===== src/include/hpi_pkg.sv =====
// shared constants, carriers and helpers of the high-priority interrupt enable block
// assumes a single 10 MHz system clock and a plain strobe register port
package hpi_pkg;

   // register port geometry
   localparam int unsigned HPI_DATA_W = 16;
   localparam int unsigned HPI_ADDR_W = 4;

   // register indices on the plain port
   localparam logic [HPI_ADDR_W-1:0] HPI_ENABLE_IDX = 4'h7;
   localparam logic [HPI_ADDR_W-1:0] HPI_STATUS_IDX = 4'h8;

   // field positions, shared by enable and status
   localparam int unsigned HPI_BIT_OVERRUN   = 8;
   localparam int unsigned HPI_BIT_ILLOGICAL = 7;
   localparam int unsigned HPI_BIT_DYN_BUS   = 6;
   localparam int unsigned HPI_BIT_SSF       = 5;
   localparam int unsigned HPI_BIT_BIST_END  = 4;
   localparam int unsigned HPI_BIT_BIST_FAIL = 3;
   localparam int unsigned HPI_BIT_LIST_END  = 2;
   localparam int unsigned HPI_BIT_MSG_ERR   = 1;

   // values after reset and implemented-bit mask
   localparam logic [HPI_DATA_W-1:0] HPI_ENABLE_RST = 16'h0000;
   localparam logic [HPI_DATA_W-1:0] HPI_STATUS_RST = 16'h0000;
   localparam logic [HPI_DATA_W-1:0] HPI_IMPL_MASK  = 16'h01fe;
   localparam logic [HPI_DATA_W-1:0] HPI_LIST_MASK  = 16'h0004;

   // timing: clock period and the time allowed for a memory bus grant
   localparam int unsigned HPI_CLK_PERIOD_NS  = 100;
   localparam int unsigned HPI_OVERRUN_TIME_NS = 2000;
   localparam int unsigned HPI_OVERRUN_CYCLES =
      (HPI_OVERRUN_TIME_NS + HPI_CLK_PERIOD_NS - 1) / HPI_CLK_PERIOD_NS;

   // one-cycle event pulses from the terminal core
   typedef struct packed {
      logic illogical_cmd;
      logic dyn_bus_ctrl;
      logic bist_end;
      logic bist_fail;
      logic cmd_list_end;
      logic msg_error;
   } hpi_evt_s;

   // register port request
   typedef struct packed {
      logic [HPI_ADDR_W-1:0] addr;
      logic [HPI_DATA_W-1:0] wdata;
      logic                  wr;
      logic                  rd;
   } hpi_bus_s;

   // grant watchdog states, gray along the path
   typedef enum logic [1:0] {
      HPI_OVR_IDLE = 2'b00,
      HPI_OVR_WAIT = 2'b01,
      HPI_OVR_LATE = 2'b11
   } hpi_ovr_e;

   // address match of a register index
   function automatic logic hpi_hit(input logic [HPI_ADDR_W-1:0] addr,
                                    input logic [HPI_ADDR_W-1:0] idx);
      hpi_hit = (addr == idx);
   endfunction

endpackage


===== src/hpi_sticky_bits.sv =====
// sticky event bits with write-one-to-clear
// assumes set and clear vectors are synchronous to the system clock
module hpi_sticky_bits #(
   parameter int unsigned W = 16
) (
   // clock and reset
   input  wire logic         i_clk_sys,
   input  wire logic         i_resetn,
   // set and clear vectors
   input  wire logic [W-1:0] i_set,
   input  wire logic [W-1:0] i_clr,
   // held bits
   output logic      [W-1:0] o_bits
);

   // refuse an empty vector
   initial begin
      if (W < 1) begin
         $error("hpi_sticky_bits: W must be at least 1");
      end
   end

   // a set in the clear cycle wins, so no event is lost
   always_ff @(posedge i_clk_sys or negedge i_resetn) begin
      if (!i_resetn) begin
         o_bits <= '0;
      end else begin
         o_bits <= (o_bits & ~i_clr) | i_set;
      end
   end

endmodule


===== src/hpi_irq_enable.sv =====
// high-priority interrupt enable, status and halt logic of a serial bus terminal
// assumes event pulses and pins are synchronous to i_clk_sys; register port has no wait states
// Notes on behaviour
// - interrupt output rises only for events whose enable bit is set.
// - enable bit 8 flags overrun when memory grant misses its deadline.
// - enable bit 7 flags illogical commands, only in bus controller mode.
// - enable bit 6 flags dynamic bus control mode code, remote terminal only.
// - enable bit 5 flags assertion of the subsystem fail input.
// - enable bit 4 flags completion of built-in self-test.
// - enable bit 3 flags a self-test failure.
// - enable bit 2 flags end of list; other causes supersede it.
// - enable bit 1 flags every message error that arrives while not halted.
// - enabled message error halts the device until status bit 1 written one.
// - while halted, incoming message events and overrun are ignored; subsystem fail and self-test events still set status.
// - writing one clears a status bit; writing zero leaves it.
// - status bit positions match enable bit positions.
//
// The address-and-strobe port was chosen for this implementation.
module hpi_irq_enable
   import hpi_pkg::*;
#(
   parameter int unsigned OVR_CYCLES = hpi_pkg::HPI_OVERRUN_CYCLES
) (
   // clock and reset
   input  wire logic                            i_clk_sys,
   input  wire logic                            i_resetn,
   // register port
   input  wire hpi_pkg::hpi_bus_s               i_bus,
   output logic      [hpi_pkg::HPI_DATA_W-1:0]  o_rd_data,
   // terminal core events and mode
   input  wire hpi_pkg::hpi_evt_s               i_evt,
   input  wire logic                            i_bc_mode,
   // memory bus handshake
   input  wire logic                            i_mem_bus_req,
   input  wire logic                            i_memory_bus_grant_n,
   // subsystem pin
   input  wire logic                            i_subsystem_fail_input_n,
   // interrupt and halt
   output logic                                 o_irq,
   output logic                                 o_halted
);

   localparam int unsigned CNT_W = $clog2(OVR_CYCLES + 1);

   // refuse counts the watchdog cannot serve
   initial begin
      if (OVR_CYCLES < 1 || OVR_CYCLES > 4096) begin
         $error("hpi_irq_enable: OVR_CYCLES out of range");
      end
   end

   logic [HPI_DATA_W-1:0] enable_reg;
   logic [HPI_DATA_W-1:0] status;
   logic [HPI_DATA_W-1:0] evt_raw;
   logic [HPI_DATA_W-1:0] set_other;
   logic [HPI_DATA_W-1:0] set_vec;
   logic [HPI_DATA_W-1:0] clr_vec;
   logic [HPI_DATA_W-1:0] rd_data_next;
   logic                  wr_enable;
   logic                  wr_status;
   logic                  halted;
   logic                  ssf_now;
   logic                  ssf_d_reg;
   logic                  ssf_rise;
   logic                  grant;
   logic                  ovr_fire;
   logic                  list_ok;
   hpi_ovr_e              ovr_state_reg;
   hpi_ovr_e              ovr_state_next;
   logic [CNT_W-1:0]      ovr_cnt_reg;
   logic [CNT_W-1:0]      ovr_cnt_next;

   // write decode
   assign wr_enable = i_bus.wr && hpi_hit(i_bus.addr, HPI_ENABLE_IDX);
   assign wr_status = i_bus.wr && hpi_hit(i_bus.addr, HPI_STATUS_IDX);

   // enable register; reserved bits never stored
   always_ff @(posedge i_clk_sys or negedge i_resetn) begin
      if (!i_resetn) begin
         enable_reg <= HPI_ENABLE_RST;
      end else if (wr_enable) begin
         enable_reg <= i_bus.wdata & HPI_IMPL_MASK;
      end
   end

   // subsystem fail pin is active low; flag its assertion edge
   assign ssf_now  = ~i_subsystem_fail_input_n;
   assign ssf_rise = ssf_now & ~ssf_d_reg;

   // previous pin level for edge detection
   always_ff @(posedge i_clk_sys or negedge i_resetn) begin
      if (!i_resetn) begin
         ssf_d_reg <= 1'b0;
      end else begin
         ssf_d_reg <= ssf_now;
      end
   end

   // grant is active low on the pin
   assign grant = ~i_memory_bus_grant_n;

   // grant watchdog: counts cycles a request waits without grant
   always_comb begin
      ovr_state_next = ovr_state_reg;
      ovr_cnt_next   = ovr_cnt_reg;
      ovr_fire       = 1'b0;
      unique case (ovr_state_reg)
         HPI_OVR_IDLE: begin
            if (i_mem_bus_req && !grant) begin
               ovr_state_next = HPI_OVR_WAIT;
               ovr_cnt_next   = CNT_W'(1);
            end
         end
         HPI_OVR_WAIT: begin
            if (!i_mem_bus_req || grant) begin
               ovr_state_next = HPI_OVR_IDLE;
               ovr_cnt_next   = '0;
            end else if (ovr_cnt_reg == CNT_W'(OVR_CYCLES)) begin
               ovr_fire       = 1'b1;
               ovr_state_next = HPI_OVR_LATE;
            end else begin
               ovr_cnt_next = ovr_cnt_reg + CNT_W'(1);
            end
         end
         HPI_OVR_LATE: begin
            // one overrun per request; wait for the request to drop
            if (!i_mem_bus_req) begin
               ovr_state_next = HPI_OVR_IDLE;
               ovr_cnt_next   = '0;
            end
         end
         default: begin
            ovr_state_next = HPI_OVR_IDLE;
            ovr_cnt_next   = '0;
         end
      endcase
   end

   // watchdog state and counter
   always_ff @(posedge i_clk_sys or negedge i_resetn) begin
      if (!i_resetn) begin
         ovr_state_reg <= HPI_OVR_IDLE;
         ovr_cnt_reg   <= '0;
      end else begin
         ovr_state_reg <= ovr_state_next;
         ovr_cnt_reg   <= ovr_cnt_next;
      end
   end

   // raw causes placed at their shared bit positions; halt blocks message events
   always_comb begin
      evt_raw                    = '0;
      evt_raw[HPI_BIT_OVERRUN]   = ovr_fire & ~halted;
      evt_raw[HPI_BIT_ILLOGICAL] = i_evt.illogical_cmd & i_bc_mode & ~halted;
      evt_raw[HPI_BIT_DYN_BUS]   = i_evt.dyn_bus_ctrl & ~i_bc_mode & ~halted;
      evt_raw[HPI_BIT_SSF]       = ssf_rise;
      evt_raw[HPI_BIT_BIST_END]  = i_evt.bist_end;
      evt_raw[HPI_BIT_BIST_FAIL] = i_evt.bist_fail;
      evt_raw[HPI_BIT_LIST_END]  = i_evt.cmd_list_end & i_bc_mode & ~halted;
      evt_raw[HPI_BIT_MSG_ERR]   = i_evt.msg_error & ~halted;
   end

   // enabled causes other than end of list
   assign set_other = evt_raw & enable_reg & ~HPI_LIST_MASK;

   // end of list yields to any other enabled cause, arriving or still pending
   assign list_ok = (set_other == '0) && ((status & ~HPI_LIST_MASK) == '0);

   // status set vector; the enable gates each cause in its own position
   always_comb begin
      set_vec                   = set_other;
      set_vec[HPI_BIT_LIST_END] = evt_raw[HPI_BIT_LIST_END] & enable_reg[HPI_BIT_LIST_END] & list_ok;
   end

   // write-one-to-clear of the status register, reserved bits ignored
   assign clr_vec = wr_status ? (i_bus.wdata & HPI_IMPL_MASK) : '0;

   // sticky status bits
   hpi_sticky_bits #(
      .W (HPI_DATA_W)
   ) u_status (
      .i_clk_sys (i_clk_sys),
      .i_resetn  (i_resetn),
      .i_set     (set_vec),
      .i_clr     (clr_vec),
      .o_bits    (status)
   );

   // message error status bit is only set when enabled, so it is the halt
   assign halted = status[HPI_BIT_MSG_ERR];

   // interrupt and halt outputs from flops
   always_ff @(posedge i_clk_sys or negedge i_resetn) begin
      if (!i_resetn) begin
         o_irq    <= 1'b0;
         o_halted <= 1'b0;
      end else begin
         o_irq    <= |(status & enable_reg);
         o_halted <= halted;
      end
   end

   // read mux; unmapped addresses and reserved bits read zero
   always_comb begin
      rd_data_next = '0;
      if (hpi_hit(i_bus.addr, HPI_ENABLE_IDX)) begin
         rd_data_next = enable_reg & HPI_IMPL_MASK;
      end else if (hpi_hit(i_bus.addr, HPI_STATUS_IDX)) begin
         rd_data_next = status & HPI_IMPL_MASK;
      end
   end

   // read data stand only in the cycle after the strobe
   always_ff @(posedge i_clk_sys or negedge i_resetn) begin
      if (!i_resetn) begin
         o_rd_data <= HPI_STATUS_RST;
      end else if (i_bus.rd) begin
         o_rd_data <= rd_data_next;
      end else begin
         o_rd_data <= '0;
      end
   end

endmodule


===== config.mk =====
export PLATFORM = sky130hd
export DESIGN_NAME = hpi_irq_enable
export DESIGN_NICKNAME = d
export VERILOG_FILES = /design/src/include/hpi_pkg.sv /design/src/hpi_sticky_bits.sv /design/src/hpi_irq_enable.sv
export SDC_FILE = /design/constraint.sdc
export NUM_CORES = 1
export LEC_CHECK = 0
export BUFFER_PORTS_ARGS = -buffer_cell sky130_fd_sc_hd__buf_4
export CORE_MARGIN = 2
export CORE_UTILIZATION = 40
export DETAILED_ROUTE_END_ITERATION = 6
export GPL_ROUTABILITY_DRIVEN = 1
export PLACE_DENSITY_LB_ADDON = 0.2
export SYNTH_ARGS = -nofsm -noshare
export SYNTH_HDL_FRONTEND = slang
export SYNTH_SLANG_ARGS = --single-unit

===== constraint.sdc =====
create_clock -name i_clk_sys -period 1.75 [get_ports i_clk_sys]
set_input_delay 0.35 -clock i_clk_sys [delete_from_list [all_inputs] [get_ports i_clk_sys]]
set_output_delay 0.35 -clock i_clk_sys [all_outputs]
set_load 0.05 [all_outputs]

---- After elaboration in Yosys (flattened, before gate mapping) ----
Cells that the tools add are included.
word-level totals
  register bits after elaboration ......... 50
  bits in latches ......................... 0
  memory bits (writable) .................. 0
  bits in read-only memories .............. 0
  input port bits ......................... 34
  memories kept ........................... 0
cells by class
  add/subtract/negate cells ............... 1
  multiply operators ...................... 0
  div/mod/pow operators ................... 0
  magnitude comparators ................... 0
  equality and inequality tests ........... 9
  shift operators ......................... 0
  multiplexer cells ....................... 17
  bitwise operators ....................... 21
  reduce and logical (&&, ||, !) cells .... 12
operators by type and width
  cell                                                              number
  16-bit zero test                                                  2
  9-bit two-way mux                                                 3
  5-bit two-way mux                                                 4
  16-bit AND                                                        1
  16-bit by 9-bit AND with 16-bit output                            1
  16-bit two-way mux                                                1
  9-bit inverter with 16-bit output                                 1
  16-bit by 9-bit OR with 16-bit output                             1
  16-bit OR reduction                                               1
  5-bit one-hot mux with 3 select lines                             1
  1-bit AND                                                         11
  9-bit AND                                                         1
  2-bit two-way mux                                                 4
  3-bit != test (second input constant)                             2
  2-bit one-hot mux with 3 select lines                             1
  3-bit AND reduction                                               2
  5-bit by 1-bit adder with 5-bit output (second input constant)    1
  5-bit == test (second input constant)                             1
  1-bit inverter                                                    5
  4-bit by 3-bit == test with 1-bit output (second input constant)  1
  4-bit == test (second input constant)                             1
  1-bit logical AND                                                 4
  2-bit != test (second input constant)                             2
  1-bit two-way mux                                                 3
  other kinds (5)                                                   5

---- Longest topological paths before layout ----
  depth after elaboration ................. 10
  gate-level depth with buffers ........... 6
  mapped depth without buffers ............ 6

---- By module ----
Synthesis repeated with hierarchy kept, for this count alone.
second synthesis, totals
  cells, all modules ...................... 188
  area total of the unflattened synthesis .. 2,035.7 µm²
modules (own cells, without submodules)
  module           instances  cells each  area an instance (µm²)  sequential area each (µm²)
  hpi_irq_enable   1          140         1,455.1                 650.6
  hpi_sticky_bits  1          48          580.6                   400.4

---- Worst setup path before layout ----
OpenSTA, ideal clock, no wires.
  path type ............................... register to register
  from .................................... reg ovr_cnt_reg[0]
  to ...................................... reg ovr_cnt_reg[3]
  library setup time ...................... 79 ps
  data arrival time ....................... 1,514 ps
  data required time ...................... 1,671 ps
  slack ................................... 156 ps
  cell stages (with the launch flop) ...... 7
  path buffers ............................ 0
  clock period less this slack ............ 1,594 ps
  cells stage by stage .................... dfrtp_1 -> inv_1 -> ha_1 -> and4b_1 -> a21o_1 -> a211oi_1 -> mux2i_1
on the way
  word-level cells in the longest chain between the ends .. 4
  elaborated cells between the ends (all ways) .. 7
  those cells by class .................... add/sub (1); eq/ne (2); mux (3); reduce/logical (1)
ends and longest elaborated chain
  item                                    line                   source
  from (decl)                             hpi_irq_enable.sv:70   logic [CNT_W-1:0] ovr_cnt_reg;
  from (signal assigned)                  hpi_irq_enable.sv:146  ovr_cnt_reg <= ovr_cnt_next;
  5-bit by 1-bit adder with 5-bit output  hpi_irq_enable.sv:122  ovr_cnt_next = ovr_cnt_reg + CNT_W'(1);
  5-bit two-way mux                       hpi_irq_enable.sv:118  end else if (ovr_cnt_reg == CNT_W'(OVR_CYCLES)) begin
  5-bit two-way mux                       hpi_irq_enable.sv:115  if (!i_mem_bus_req || grant) begin
  5-bit one-hot mux with 3 select lines   hpi_irq_enable.sv:107  unique case (ovr_state_reg)
Parallel ways exist; a longest one is shown, timed or not. The select of a mux whose other input is x is not followed.
A chain may end at the register's enable or synchronous reset.

---- Worst setup path in the final report ----
  from .................................... reg ovr_cnt_reg[1]
  to ...................................... reg ovr_cnt_reg[3]
Same word-level chain as after synthesis.

==> results.py <==
metrics = {
    "global_route": {
        "pin_count_of_the_biggest_net_entering_global_routing": 35,
        "antenna_found_initial": 0,
        "grt_remaining_overflow": 0,
        "gr-usage-all-layers_pct": 17.6,
        "grt_first_pass_wirelength_mm": 6.07,
        "grt_pass1_vias": 1276,
    },
    "detailed_routing": {
        "avgRoutedWirePerCell_um": 15.0,
        "detail_route.first_pass.iterations": 4,
        "number_of_violations_reported_at_the_end_of_detailed_routing_iteration_0": 112,
        "detail_route.drc_violations": 0,
        "met1_length_mm": 1.65,
        "num_vias": 1322,
        "drt.antenna.violating_nets": 0,
        "post_drt_via_cell_ratio": 5.40,
        "route.top_layer_used": "met4",
        "met3_wirelength_um": 268,
        "routed_wl_mm": 3.67,
        "route.met2.wl_mm": 1.72,
    },
    "logic_synthesis": {
        "ys_warn_count": 0,
        "synth_top_cell_area_share_pct": 50.4,
        "avgSynthCellArea_sq_um": 10.9,
        "leading_register_cell_type_out_of_synthesis": "dfrtp_1",
        "syn_area_sq_mm": 0.00169,
        "synth-seq-area-share_pct": 50.4,
        "async_reset_ff_share_pct": 100,
        "synthesis.instances": 155,
        "yosys.area.top_type": "dfrtp_1",
        "synth_enable_flop_cells": 0,
        "post_synth_main_area_contributors": "dfrtp_1, a22oi_1, mux2_2",
        "synth_cell_types": 37,
        "synthesized_flop_and_latch_total": 34,
    },
    "final_layout": {
        "final_layout_size_suffix_gt1_share_pct": 29.7,
        "layout.core_utilization_pct": 51.6,
        "areaGrowthSynthToFinish_pct": 23.1,
        "n_fill_cell": 389,
        "final_design_area_no_fill_sq_mm": 0.00208,
        "seqCellArea_sq_um": 851,
        "final_cell_mix": "buf_4, dfrtp_1, nand2_1",
        "num-nets-final": 230,
        "layout.cells.most_common": "buf_4",
        "final_cell_count_no_fill": 245,
        "multiInputGateArea_sq_um": 761,
        "diodes": 0,
    },
    "sta": {
        "setup_violations": 0,
        "max_slew.worst_pin.slew_ps": 566,
        "finalCriticalPeriod_ps": 1670,
        "timing_hold_violations_final": 0,
        "maxSlewViolCount": 0,
        "fmaxAchievable_mhz": 598,
        "fin_crit_sh_pct": 95.6,
        "fin_worst_skew_ps": 6.65,
        "max_slew_margin_pct": 62.0,
        "rsz_0062_raised_after_global_routing": "yes",
        "totalNegativeSetupSlack_ps": 0,
    },
    "floorplan": {
        "coreArea_sq_mm": 0.00403,
        "floorplan.initialDensity_pct": 41.9,
        "floorplan.io_pins": 52,
        "fp.dieArea_sq_mm": 0.00476,
        "fp.dieW_um": 69.0,
        "chipHeight_um": 69.0,
        "rows": 23,
    },
    "worst_setup_path": {
        "rr_endpoint": "ovr_cnt_reg[3]",
        "cp_max_fo": 4,
        "cp-start-kind": "flip-flop",
        "rr_startpoint": "ovr_cnt_reg[1]",
        "timing.setup.critical_path_class": "flip-flop to flip-flop",
        "timing.reg2reg.setup_slack_ps": 80,
        "worst_ep_arrival_time_ps": 1860,
        "endpoint_kind": "flip-flop",
        "worst-r2r-cell-count": 6,
        "required_ps": 1940,
    },
    "placement": {
        "portBuffers": 35,
        "dp_cells": 237,
        "post-dp-hpwl_mm": 2.79,
        "place.gp.congestion": 0.816,
        "placed_cell_area_sq_mm": 0.00198,
    },
    "clock_network": {
        "cts_tree": "yes",
        "h-tree-depth": 2,
        "clock-sinks": 34,
        "cts_max_path_buffers": 2,
        "tritoncts.num_buffers": 5,
        "path_clk_slew_ps": 70,
        "worstSkewPairLatency_ps": 280,
        "cts.root.buffer_cell": "clkbuf_8",
    },
    "job": {
        "cap_violations": 0,
    },
    "power_and_ir_drop": {
        "switching_power_mw": 0.587,
        "switching_share_pct": 29.8,
        "clock_network_fraction_of_design_power_pct": 29.0,
        "total_leakage_power_nw": 0.964,
        "power.density_cell_area_mw_per_mm2": 948,
        "power.internal_mw": 1.38,
        "comb_power_share_pct": 19.8,
        "total_power_mw": 1.97,
        "ir_worst_vdd_mv": 0.577,
        "seq_power_share_pct": 51.2,
    },
    "hold_path": {
        "worst_hold_path_type": "primary input to async pin",
    },
    "run_status": {
        "outcome": "complete, no violations",
    },
}
-- power groups by stage --
stage	logic [mW]	registers (mW)	clock network, mW
after global routing	0.425	1.03	0.643
after floorplan	0.219	1.04	0
after detailed placement	0.390	1.02	0
after global placement	0.379	1.01	0
final	0.390	1.01	0.571
after CTS	0.392	1.00	0.594
-- per-stage QoR --
step	worst slack [ps]	hold slack, ps
2_1_floorplan	156	54.4
3_3_place_gp	131	314
3_5_place_dp	39.4	319
4_1_cts	13.1	16.1
5_1_grt	-34.8	31.9
6_report	77.6	11.5
-- worst max path at each step --
stage                              start        endpoint  cells after the start
after floorplan           ovr_cnt_reg[0]  ovr_cnt_reg[3]                      6
after global placement    ovr_cnt_reg[1]  ovr_cnt_reg[3]                      6
after detailed placement  ovr_cnt_reg[1]  ovr_cnt_reg[3]                      6
after CTS                 ovr_cnt_reg[1]  ovr_cnt_reg[3]                      6
after global routing      ovr_cnt_reg[1]  ovr_cnt_reg[3]                      6
final                     ovr_cnt_reg[1]  ovr_cnt_reg[3]                      6
-- what timing repair did --
| item | 4_1_cts | 5_1_grt |
|---|---|---|
| setup buffers | 0 | 0 |
| endpoints found under the setup margin | 0 | 3 |
| hold buffers | 0 | 0 |
| gates resized for setup | 0 | 2 |
-- cells in the mapped netlist (4+ instances only) --
master    instances
clkbuf_1          4
nor2b_1          10
dfrtp_1          34
mux2_2            8
mux2i_1           4
a21oi_1           4
buf_4             9
inv_1             5
nand2_1          17
nand3_1           4
a22oi_1          13
-- routing by layer --
metal | global-route usage [%] | up-vias
met4 | 5.64 | 0
li1 | - | 626
met2 | 26.0 | 48
met5 | 0 | -
met1 | 24.3 | 644
met3 | 6.01 | 4
-- cell families after synthesis --
group / Yosys count / share of synthesized area (%)
AOI/OAI and AO/OA: 38 / 16.5
adders and majority gates: 2 / 1.48
buffers and inverters: 19 / 6.67
DFF: 34 / 50.4
muxes: 12 / 7.71
other: 1 / 0.222
and+or+nand+nor: 49 / 17.0
-- critical path: stages (launching register included) --
cell and delay (ps):
dfrtp_1 370, inv_1 70, ha_1 200, and4b_1 260, a21o_1 230, a211oi_2 250
mux2i_1 220
-- area by class of cell --
type,count,area share [%]
well taps,50,3.01
clock buffers,7,4.16
clock inverters,1,0.241
repair buffers,39,14.1
flip-flops and latches,34,41.0
inverters,5,0.904
multi-input cells,109,36.6
Note: power is estimated with default switching activity, not from simulation.
